==> src/common/bpr_pkg.sv <==
// package for the boot partition read block: offsets, fields, states, carriers
package bpr_pkg;
    localparam logic [11:0] BPR_OFF_INFO    = 12'h040;
    localparam logic [11:0] BPR_OFF_SEL     = 12'h044;
    localparam logic [11:0] BPR_OFF_BUF_LO  = 12'h048;
    localparam logic [11:0] BPR_OFF_BUF_HI  = 12'h04C;
    localparam int          BPR_INFO_ACT    = 31;
    localparam int          BPR_INFO_STS_LO = 24;
    localparam int          BPR_INFO_SZ_W   = 15;
    localparam int          BPR_SEL_PART    = 31;
    localparam int          BPR_SEL_OFS_LO  = 10;
    localparam int          BPR_SEL_OFS_W   = 20;
    localparam int          BPR_SEL_LEN_W   = 10;
    localparam int          BPR_BUF_LO_BIT  = 12;
    localparam int          BPR_PAGE_BITS   = 12;
    localparam int          BPR_SZ_TO_PAGES = 5;
    localparam logic [31:0] BPR_SEL_RST     = 32'h0000_0000;
    localparam logic [63:0] BPR_BUF_RST     = 64'h0000_0000_0000_0000;
    localparam int          BPR_WORD_BYTES  = 4;
    localparam int          BPR_PAGE_WORDS  = 1024;

    typedef enum logic [1:0] {
        BPR_ST_IDLE = 2'b00,
        BPR_ST_BUSY = 2'b01,
        BPR_ST_DONE = 2'b10,
        BPR_ST_ERR  = 2'b11
    } bpr_status_t;

    typedef enum logic [1:0] {
        BPR_FSM_IDLE  = 2'b00,
        BPR_FSM_CHECK = 2'b01,
        BPR_FSM_RUN   = 2'b11,
        BPR_FSM_WAIT  = 2'b10
    } bpr_fsm_t;

    // register access from the controller's memory space
    typedef struct packed {
        logic        wr;
        logic        rd;
        logic [11:0] addr;
        logic [31:0] wdata;
    } bpr_reg_req_t;

    // one word toward host memory
    typedef struct packed {
        logic [63:0] addr;
        logic [31:0] data;
    } bpr_mem_wr_t;

    // one word read request into the flash array
    typedef struct packed {
        logic        part;
        logic [29:0] word;
    } bpr_fl_req_t;
endpackage : bpr_pkg

==> src/logic/bpr_top.sv <==
// boot partition read sequencer: registers and flash-to-host-memory copy engine
//
// Function
// - without boot partition support the three registers read as zero
// - info register bit 31 shows the active boot partition
// - read status in bits 25:24: idle, busy, done, error
// - writing the select register sets read status to in progress
// - read status becomes done once all data reached the host buffer
// - a failed read sets the read status to error
// - partition size in bits 14:0, units of 128 KiB, same for both
// - offset plus length beyond partition size: no transfer, error status
// - a select write starts a copy from the partition chosen by bit 31
// - start position from select bits 29:10, in 4 KiB pages
// - transfer length from select bits 9:0, in 4 KiB pages
// - destination address from buffer bits 63:12, low twelve bits zero
//
// operation: the copy moves one 32-bit word at a time, flash read first and
// then one host write; the next flash request waits until that write is taken,
// so at most one word is ever held inside the block.
// limitation: throughput is bounded by this one-word hold, a trade for area.
// a new select write always wins and restarts the copy from its first word.
// handshakes: valid stands until ready unless a select write or an error aborts; every payload comes from a flop.
//
`timescale 1ns/1ns
module bpr_top #(
    parameter bit          SUPPORTED  = 1'b1,
    parameter logic [14:0] PART_SIZE  = 15'h0001,
    parameter bit          ACTIVE_ID  = 1'b0
) (
    input  wire logic                  clock_i,
    input  wire logic                  rstn_i,
    input  wire bpr_pkg::bpr_reg_req_t reg_req_i,
    output logic [31:0]                reg_rdata_o,
    output logic                       fl_req_valid_o,
    output bpr_pkg::bpr_fl_req_t       fl_req_o,
    input  wire logic                  fl_req_ready_i,
    input  wire logic                  fl_rsp_valid_i,
    input  wire logic [31:0]           fl_rsp_data_i,
    input  wire logic                  fl_rsp_err_i,
    output logic                       mem_wr_valid_o,
    output bpr_pkg::bpr_mem_wr_t       mem_wr_o,
    input  wire logic                  mem_wr_ready_i,
    input  wire logic                  mem_wr_err_i
);
    import bpr_pkg::*;

    // reset release pair
    logic        rst_meta_r;
    logic        rst_sync_r;

    // host-visible registers
    logic [31:0] sel_r;
    logic [63:0] buf_r;
    bpr_status_t status_r;

    // copy engine state: next word, words still owed, next host address
    bpr_fsm_t    fsm_r;
    logic [29:0] word_r;
    logic [19:0] words_left_r;
    logic [63:0] dst_r;

    // one-word hold between flash answer and host write
    logic        data_full_r;
    logic [31:0] data_r;

    // decoded strobe and range arithmetic
    logic        sel_wr;
    logic [20:0] end_page;
    logic [19:0] size_pages;

    // total pages in a partition: 128 KiB units times 32 pages
    // (4 KiB pages, so a five-bit shift)
    function automatic logic [19:0] part_pages(input logic [14:0] sz);
        part_pages = {sz, 5'b0_0000};
    endfunction : part_pages

    // reset release through two flops, async assert
    // the rest of the design resets on rst_sync_r, so release is always clean
    always_ff @(posedge clock_i or negedge rstn_i) begin
        if (!rstn_i) begin
            rst_meta_r <= 1'b0;
            rst_sync_r <= 1'b0;
        end else begin
            rst_meta_r <= 1'b1;
            rst_sync_r <= rst_meta_r;
        end
    end

    // select write decode; range sum has one spare bit so it cannot wrap
    assign sel_wr     = SUPPORTED && reg_req_i.wr && reg_req_i.addr == BPR_OFF_SEL;
    assign size_pages = part_pages(PART_SIZE);
    assign end_page   = {1'b0, sel_r[BPR_SEL_OFS_LO +: BPR_SEL_OFS_W]}
                      + {11'h000, sel_r[BPR_SEL_LEN_W-1:0]};

    // software-written registers; reserved bits are simply never stored
    // low buffer bits masked on write so the host address stays 4 KiB aligned
    always_ff @(posedge clock_i or negedge rst_sync_r) begin
        if (!rst_sync_r) begin
            sel_r <= BPR_SEL_RST;
            buf_r <= BPR_BUF_RST;
        end else if (SUPPORTED && reg_req_i.wr) begin
            if (reg_req_i.addr == BPR_OFF_SEL) begin
                sel_r <= reg_req_i.wdata & 32'hBFFF_FFFF;
            end
            if (reg_req_i.addr == BPR_OFF_BUF_LO) begin
                buf_r[31:0] <= reg_req_i.wdata & 32'hFFFF_F000;
            end
            // high half has no reserved bits
            if (reg_req_i.addr == BPR_OFF_BUF_HI) begin
                buf_r[63:32] <= reg_req_i.wdata;
            end
        end
    end

    // read mux; unmapped offsets and unsupported builds return zero
    // reads have no side effects, so polling the status is always safe
    always_comb begin
        reg_rdata_o = 32'h0000_0000;
        if (SUPPORTED && reg_req_i.rd) begin
            unique case (reg_req_i.addr)
                // info: active partition, status and size; all else reads zero
                BPR_OFF_INFO: begin
                    reg_rdata_o[BPR_INFO_ACT]                = ACTIVE_ID;
                    reg_rdata_o[BPR_INFO_STS_LO +: 2]        = status_r;
                    reg_rdata_o[BPR_INFO_SZ_W-1:0]           = PART_SIZE;
                end
                BPR_OFF_SEL:    reg_rdata_o = sel_r;
                BPR_OFF_BUF_LO: reg_rdata_o = buf_r[31:0];
                BPR_OFF_BUF_HI: reg_rdata_o = buf_r[63:32];
                default:        reg_rdata_o = 32'h0000_0000;
            endcase
        end
    end

    // copy engine; a new select write restarts it even mid-copy
    // the select write beats every state, so a late answer from an aborted
    // copy lands in idle or check and is ignored there
    always_ff @(posedge clock_i or negedge rst_sync_r) begin
        if (!rst_sync_r) begin
            fsm_r        <= BPR_FSM_IDLE;
            status_r     <= BPR_ST_IDLE;
            word_r       <= 30'h0000_0000;
            words_left_r <= 20'h0_0000;
            dst_r        <= 64'h0000_0000_0000_0000;
        end else if (sel_wr) begin
            fsm_r    <= BPR_FSM_CHECK;
            status_r <= BPR_ST_BUSY;
        end else begin
            unique case (fsm_r)
                // idle: nothing to do until a select write
                BPR_FSM_IDLE: fsm_r <= BPR_FSM_IDLE;
                // load counters from the select and buffer registers, then range check
                BPR_FSM_CHECK: begin
                    word_r       <= {sel_r[BPR_SEL_OFS_LO +: BPR_SEL_OFS_W], 10'h000};
                    words_left_r <= {sel_r[BPR_SEL_LEN_W-1:0], 10'h000};
                    dst_r        <= {buf_r[63:BPR_BUF_LO_BIT], 12'h000};
                    // an out-of-range request moves no data at all
                    if (end_page > {1'b0, size_pages}) begin
                        fsm_r    <= BPR_FSM_IDLE;
                        status_r <= BPR_ST_ERR;
                    // an empty request is reported done with nothing moved
                    end else if (sel_r[BPR_SEL_LEN_W-1:0] == 10'h000) begin
                        fsm_r    <= BPR_FSM_IDLE;
                        status_r <= BPR_ST_DONE;
                    end else begin
                        fsm_r <= BPR_FSM_RUN;
                    end
                end
                // flash request stands until the array takes it
                BPR_FSM_RUN: begin
                    if (fl_req_ready_i) begin
                        fsm_r <= BPR_FSM_WAIT;
                    end
                end
                // wait for the word, then for its host write to be taken
                BPR_FSM_WAIT: begin
                    // any error stops the copy at once and leaves the buffer part-written
                    if ((fl_rsp_valid_i && fl_rsp_err_i) || mem_wr_err_i) begin
                        fsm_r    <= BPR_FSM_IDLE;
                        status_r <= BPR_ST_ERR;
                    end else if (data_full_r && mem_wr_ready_i) begin
                        word_r       <= word_r + 30'h0000_0001;
                        dst_r        <= dst_r + 64'h0000_0000_0000_0004;
                        words_left_r <= words_left_r - 20'h0_0001;
                        // last word: done only once its host write is taken
                        if (words_left_r == 20'h0_0001) begin
                            fsm_r    <= BPR_FSM_IDLE;
                            status_r <= BPR_ST_DONE;
                        end else begin
                            fsm_r <= BPR_FSM_RUN;
                        end
                    end
                end
                default: fsm_r <= BPR_FSM_IDLE;
            endcase
        end
    end

    // one-word holding register between flash answer and host write
    // cleared whenever the engine leaves wait, so an aborted word is dropped
    always_ff @(posedge clock_i or negedge rst_sync_r) begin
        if (!rst_sync_r) begin
            data_full_r <= 1'b0;
            data_r      <= 32'h0000_0000;
        end else if (sel_wr || fsm_r != BPR_FSM_WAIT) begin
            data_full_r <= 1'b0;
        end else if (fl_rsp_valid_i && !fl_rsp_err_i && !data_full_r) begin
            data_full_r <= 1'b1;
            data_r      <= fl_rsp_data_i;
        end else if (data_full_r && mem_wr_ready_i) begin
            data_full_r <= 1'b0;
        end
    end

    // handshakes are combinational; a select write in the same cycle
    // withdraws them so a stale word is never handed out
    assign fl_req_valid_o = (fsm_r == BPR_FSM_RUN) && !sel_wr;
    assign mem_wr_valid_o = (fsm_r == BPR_FSM_WAIT) && data_full_r && !sel_wr;

    // payloads come straight from flops, one driver per port
    assign fl_req_o       = '{part: sel_r[BPR_SEL_PART], word: word_r};
    assign mem_wr_o       = '{addr: dst_r, data: data_r};
endmodule : bpr_top

==> config.mk <==
export PLATFORM = sky130hd
export DESIGN_NAME = bpr_top
export DESIGN_NICKNAME = d
export VERILOG_FILES = /design/src/common/bpr_pkg.sv /design/src/logic/bpr_top.sv
export SDC_FILE = /design/constraint.sdc
export NUM_CORES = 1
export LEC_CHECK = 0
export BUFFER_PORTS_ARGS = -buffer_cell sky130_fd_sc_hd__buf_2
export CORE_MARGIN = 2
export CORE_UTILIZATION = 50
export CTS_BUF_LIST = sky130_fd_sc_hd__clkbuf_4 sky130_fd_sc_hd__clkbuf_8
export DETAILED_ROUTE_END_ITERATION = 6
export GPL_ROUTABILITY_DRIVEN = 0
export PLACE_DENSITY = 0.73
export SETUP_SLACK_MARGIN = 0.05
export SYNTH_ARGS = -nofsm -noshare
export SYNTH_HDL_FRONTEND = slang
export SYNTH_SLANG_ARGS = --single-unit
==> constraint.sdc <==
create_clock -name clock_i -period 10.2 [get_ports clock_i]
set_input_delay 3.06 -clock clock_i [delete_from_list [all_inputs] [get_ports clock_i]]
set_output_delay 3.06 -clock clock_i [all_outputs]
set_load 0.01 [all_outputs]
==> impl_results.html <==
<table>
<tr><th>Metric</th><th>Value</th></tr>
<tr><th colspan="2">Yosys</th></tr>
<tr><td>FF+latch count, synth</td><td>234</td></tr>
<tr><td>Syn Inst Count</td><td>1381</td></tr>
<tr><td>Number of enable flip-flop cells after synthesis</td><td>0</td></tr>
<tr><td>Async set-or-reset flop fraction in the synthesized netlist</td><td>100%</td></tr>
<tr><td>Post-synth design cell area</td><td>12800 um^2</td></tr>
<tr><td>Leading register cell type out of synthesis</td><td>dfrtp_1</td></tr>
<tr><td>Synthesis Warnings</td><td>0</td></tr>
<tr><td>Sequential cell area fraction in the yosys report</td><td>45.8%</td></tr>
<tr><td>Avg Inst Size Synth</td><td>9.26 um^2</td></tr>
<tr><td>Distinct cells, synth</td><td>82</td></tr>
<tr><th colspan="2">Layout</th></tr>
<tr><td>Area occupied by registers</td><td>5860 um^2</td></tr>
<tr><td>Combined area of the multi-input logic cells</td><td>6480 um^2</td></tr>
<tr><td>Share of the core filled with cells in the final layout</td><td>59.8%</td></tr>
<tr><td>Fraction of layout instances using a drive strength above 1</td><td>28.9%</td></tr>
<tr><td>Filler cells</td><td>2164</td></tr>
<tr><td>Leading cell types in the layout, fill and taps excluded</td><td>243 x buf_2, 233 x dfrtp_1, 196 x nand2_1, 136 x a21oi_1, 130 x nor2_1</td></tr>
<tr><td>Area Growth Syn to Fin</td><td>17.7%</td></tr>
<tr><td>Most common cell after layout, fill and taps aside</td><td>buf_2</td></tr>
<tr><td>Nets</td><td>1688</td></tr>
<tr><th colspan="2">Clock tree</th></tr>
<tr><td>Number of H-tree levels</td><td>2</td></tr>
<tr><td>Number of gates given a new drive strength after cts</td><td>0</td></tr>
<tr><td>Clock edge transition at the registers on the reported setup and hold paths</td><td>0.07 ns</td></tr>
<tr><td>Total of hold buffers inserted after clock tree synthesis</td><td>0</td></tr>
<tr><td>Clock latency of the later-clocked register in the worst-skew pair</td><td>0.55 ns</td></tr>
<tr><td>TritonCTS clock tree</td><td>built</td></tr>
<tr><td>Cts bufs inserted</td><td>40</td></tr>
<tr><td>Post-CTS Repair Setup Buffers</td><td>0</td></tr>
<tr><td>Clk sink count</td><td>234</td></tr>
<tr><td>Number of buffers between clock root and the deepest sink</td><td>3</td></tr>
<tr><td>Clock tree root driver cell</td><td>clkbuf_8</td></tr>
<tr><th colspan="2">STA</th></tr>
<tr><td>Headroom to the max-slew limit</td><td>5.84%</td></tr>
<tr><td>Fin. max-slew vios</td><td>0</td></tr>
<tr><td>Final setup viols</td><td>0</td></tr>
<tr><td>Clock tree skew after final layout</td><td>0.0146 ns</td></tr>
<tr><td>Maximum clock rate</td><td>119 MHz</td></tr>
<tr><td>Final worst path period share</td><td>82.4%</td></tr>
<tr><td>Worst-Margin Slew</td><td>1.41 ns</td></tr>
<tr><td>Sum of negative setup slack</td><td>0 ns</td></tr>
<tr><td>Setup slack of the critical path after layout</td><td>1.80 ns</td></tr>
<tr><td>Minimum clock period after layout</td><td>8.40 ns</td></tr>
<tr><td>RSZ-0062 raised after global routing</td><td>no</td></tr>
<tr><td>Final Hold Vio Count</td><td>0</td></tr>
<tr><th colspan="2">Placement</th></tr>
<tr><td>Port bufs</td><td>243</td></tr>
<tr><td>Half-perimeter wire length after placement</td><td>27200 um</td></tr>
<tr><td>Post-Place Setup Slack</td><td>1.90 ns</td></tr>
<tr><th colspan="2">Critical path</th></tr>
<tr><td>Worst reg-to-reg setup slack</td><td>7.04 ns</td></tr>
<tr><td>Type of the worst setup path</td><td>in -&gt; out</td></tr>
<tr><td>Worst path required time</td><td>7.14 ns</td></tr>
<tr><td>Capturing element type of the critical path</td><td>output pin</td></tr>
<tr><td>Arrival time of the worst setup path</td><td>5.34 ns</td></tr>
<tr><td>Sort of element at the start of the critical path</td><td>primary input</td></tr>
<tr><td>Reg-to-reg startpoint</td><td>fsm_r[1]</td></tr>
<tr><td>Worst-case reg-to-reg path depth</td><td>6</td></tr>
<tr><td>Largest fanout of any net on the critical path</td><td>37</td></tr>
<tr><td>Endpoint of the most critical register-to-register path</td><td>dst_r[55]</td></tr>
<tr><th colspan="2">GRT</th></tr>
<tr><td>Via count of the first global-routing pass</td><td>11051</td></tr>
<tr><td>Pin count of the biggest net entering global routing</td><td>190</td></tr>
<tr><td>Overall overflow remaining after global route</td><td>0</td></tr>
<tr><td>GR Util All Layers</td><td>29.0%</td></tr>
<tr><td>Initial antenna violation count</td><td>4</td></tr>
<tr><td>Global-route wire length before repair</td><td>61100 um</td></tr>
<tr><th colspan="2">Power and ir drop</th></tr>
<tr><td>Total Power Consumption</td><td>0.00285 W</td></tr>
<tr><td>Peak ir drop on the vdd network</td><td>0.145 mV</td></tr>
<tr><td>Static leakage</td><td>7.08 nW</td></tr>
<tr><td>Power density relative to cell area</td><td>189 nW/um^2</td></tr>
<tr><th colspan="2">Detailed routing</th></tr>
<tr><td>Post-route DRC violation count</td><td>0</td></tr>
<tr><td>Average detailed-routed wire length per instance</td><td>20.1 um</td></tr>
<tr><td>Number of DRC violations after detailed-routing iteration 0</td><td>1346</td></tr>
<tr><td>Total vias in the final route</td><td>11723</td></tr>
<tr><td>Number of vias per cell after detailed routing</td><td>6.01</td></tr>
<tr><td>Pre-Repair DR Iteration Count</td><td>7</td></tr>
<tr><td>Number of antenna-violating nets in the routed design</td><td>0</td></tr>
<tr><td>Total detailed-routing wirelength</td><td>39100 um</td></tr>
<tr><th colspan="2">Status</th></tr>
<tr><td>Result of the run</td><td>finished, final reports clean</td></tr>
<tr><th colspan="2">Floorplanning</th></tr>
<tr><td>Top-level I/O count</td><td>246</td></tr>
<tr><td>Overall die area</td><td>26900 um^2</td></tr>
<tr><td>Die outline width</td><td>164 um</td></tr>
<tr><td>Standard cell core area</td><td>25200 um^2</td></tr>
<tr><td>Row count</td><td>58</td></tr>
<tr><td>Initial core utilization</td><td>50.8%</td></tr>
<tr><td>Die Span Y</td><td>164 um</td></tr>
<tr><th colspan="2">Run</th></tr>
<tr><td>Max-cap violations</td><td>0</td></tr>
<tr><th colspan="2">Min path</th></tr>
<tr><td>HP Class</td><td>reg -&gt; async</td></tr>
</table>
==> Yosys cell counts (15+ instances only) <==
cell type  number  area share [%]
a21oi_1       137             5.4
a22oi_1        24             1.4
and3_1         16            0.78
buf_2          16            0.63
clkbuf_1       61             1.8
dfrtp_1       234              46
inv_1          19            0.56
mux2_2        101             8.9
mux2i_1        15             1.2
nand2_1       197             5.8
nand3_1        46             1.8
nand4_1        30             1.5
nor2_1        130             3.8
o21ai_0        82             3.2
o22ai_1        36             1.8
==> critical path, stage by stage <==
cell     delay [ns]
buf_2          0.08
buf_4          0.47
nor2b_1        1.16
a22oi_1        0.25
nor2_1         0.16
buf_2          0.15
==> report_power, final <==
group          leakage (nW)  total, W  internal, W  switching [W]
Clock                 0.474  0.000957     0.000554       0.000403
Sequential             3.05   0.00134      0.00112       0.000222
Combinational          3.56  0.000555     0.000255       0.000301
==> routing by layer <==
layer	track usage, %	routed length (um)
met2	45.2	18100
met3	5.23	3470
met5	0	29
met4	11.1	1230
met1	40.4	16300
==> per-stage QoR <==
stage / instance area [um^2] / hold WS (ns) / std cells
2_1_floorplan: 12800 / 0.331 / 1382
3_3_place_gp: 14100 / 0.335 / 1876
3_5_place_dp: 14100 / 0.339 / 1876
4_1_cts: 15100 / 0.354 / 1948
5_1_grt: 15100 / 0.378 / 1950
6_report: 15100 / 0.349 / 1950
==> how the worst max path moves through the flow <==
stage	start	to	slack, ns	cells past startpoint
finish	reg_req_i[35]	reg_rdata_o[18]	1.80	6
global route	reg_req_i[35]	reg_rdata_o[15]	1.63	6
CTS	reg_req_i[35]	reg_rdata_o[18]	1.87	6
detailed placement	reg_req_i[35]	reg_rdata_o[18]	1.90	6
global placement	reg_req_i[35]	reg_rdata_o[14]	2.07	6
floorplan	reg_req_i[35]	reg_rdata_o[30]	2.62	4
==> state kept, by name, indices dropped and copies added, names as in the netlist <==
name	flops
buf_r	52
rst_sync_r	1
data_r	32
dst_r	62
rst_meta_r	1
sel_r	31
data_full_r	1
status_r	2
word_r	30
fsm_r	2
words_left_r	20
==> cells by family after synthesis <==
family	Yosys count	synth area share (%)
AO/OA/AOI/OAI	369	17.6
XOR/XNOR	25	1.71
adder cells (fa/ha/maj)	15	1.53
buffers and inverters	111	3.86
flip-flops	234	45.8
multiplexers	118	10.4
other	2	0.0587
AND/OR/NAND/NOR	507	19.0
==> layout make-up <==
cell class	count	share of cell area [%]
Clock inverter	11	0.972
Timing Repair Buffer	256	8.81
Clock buffer	61	5.04
Sequential cell	234	38.9
Antenna cell	2	0.0332
Inverter	19	0.474
Tap cell	330	2.74
Multi-Input combinational cell	1037	43.0
No activity file was read; power rests on OpenSTA's default activity.
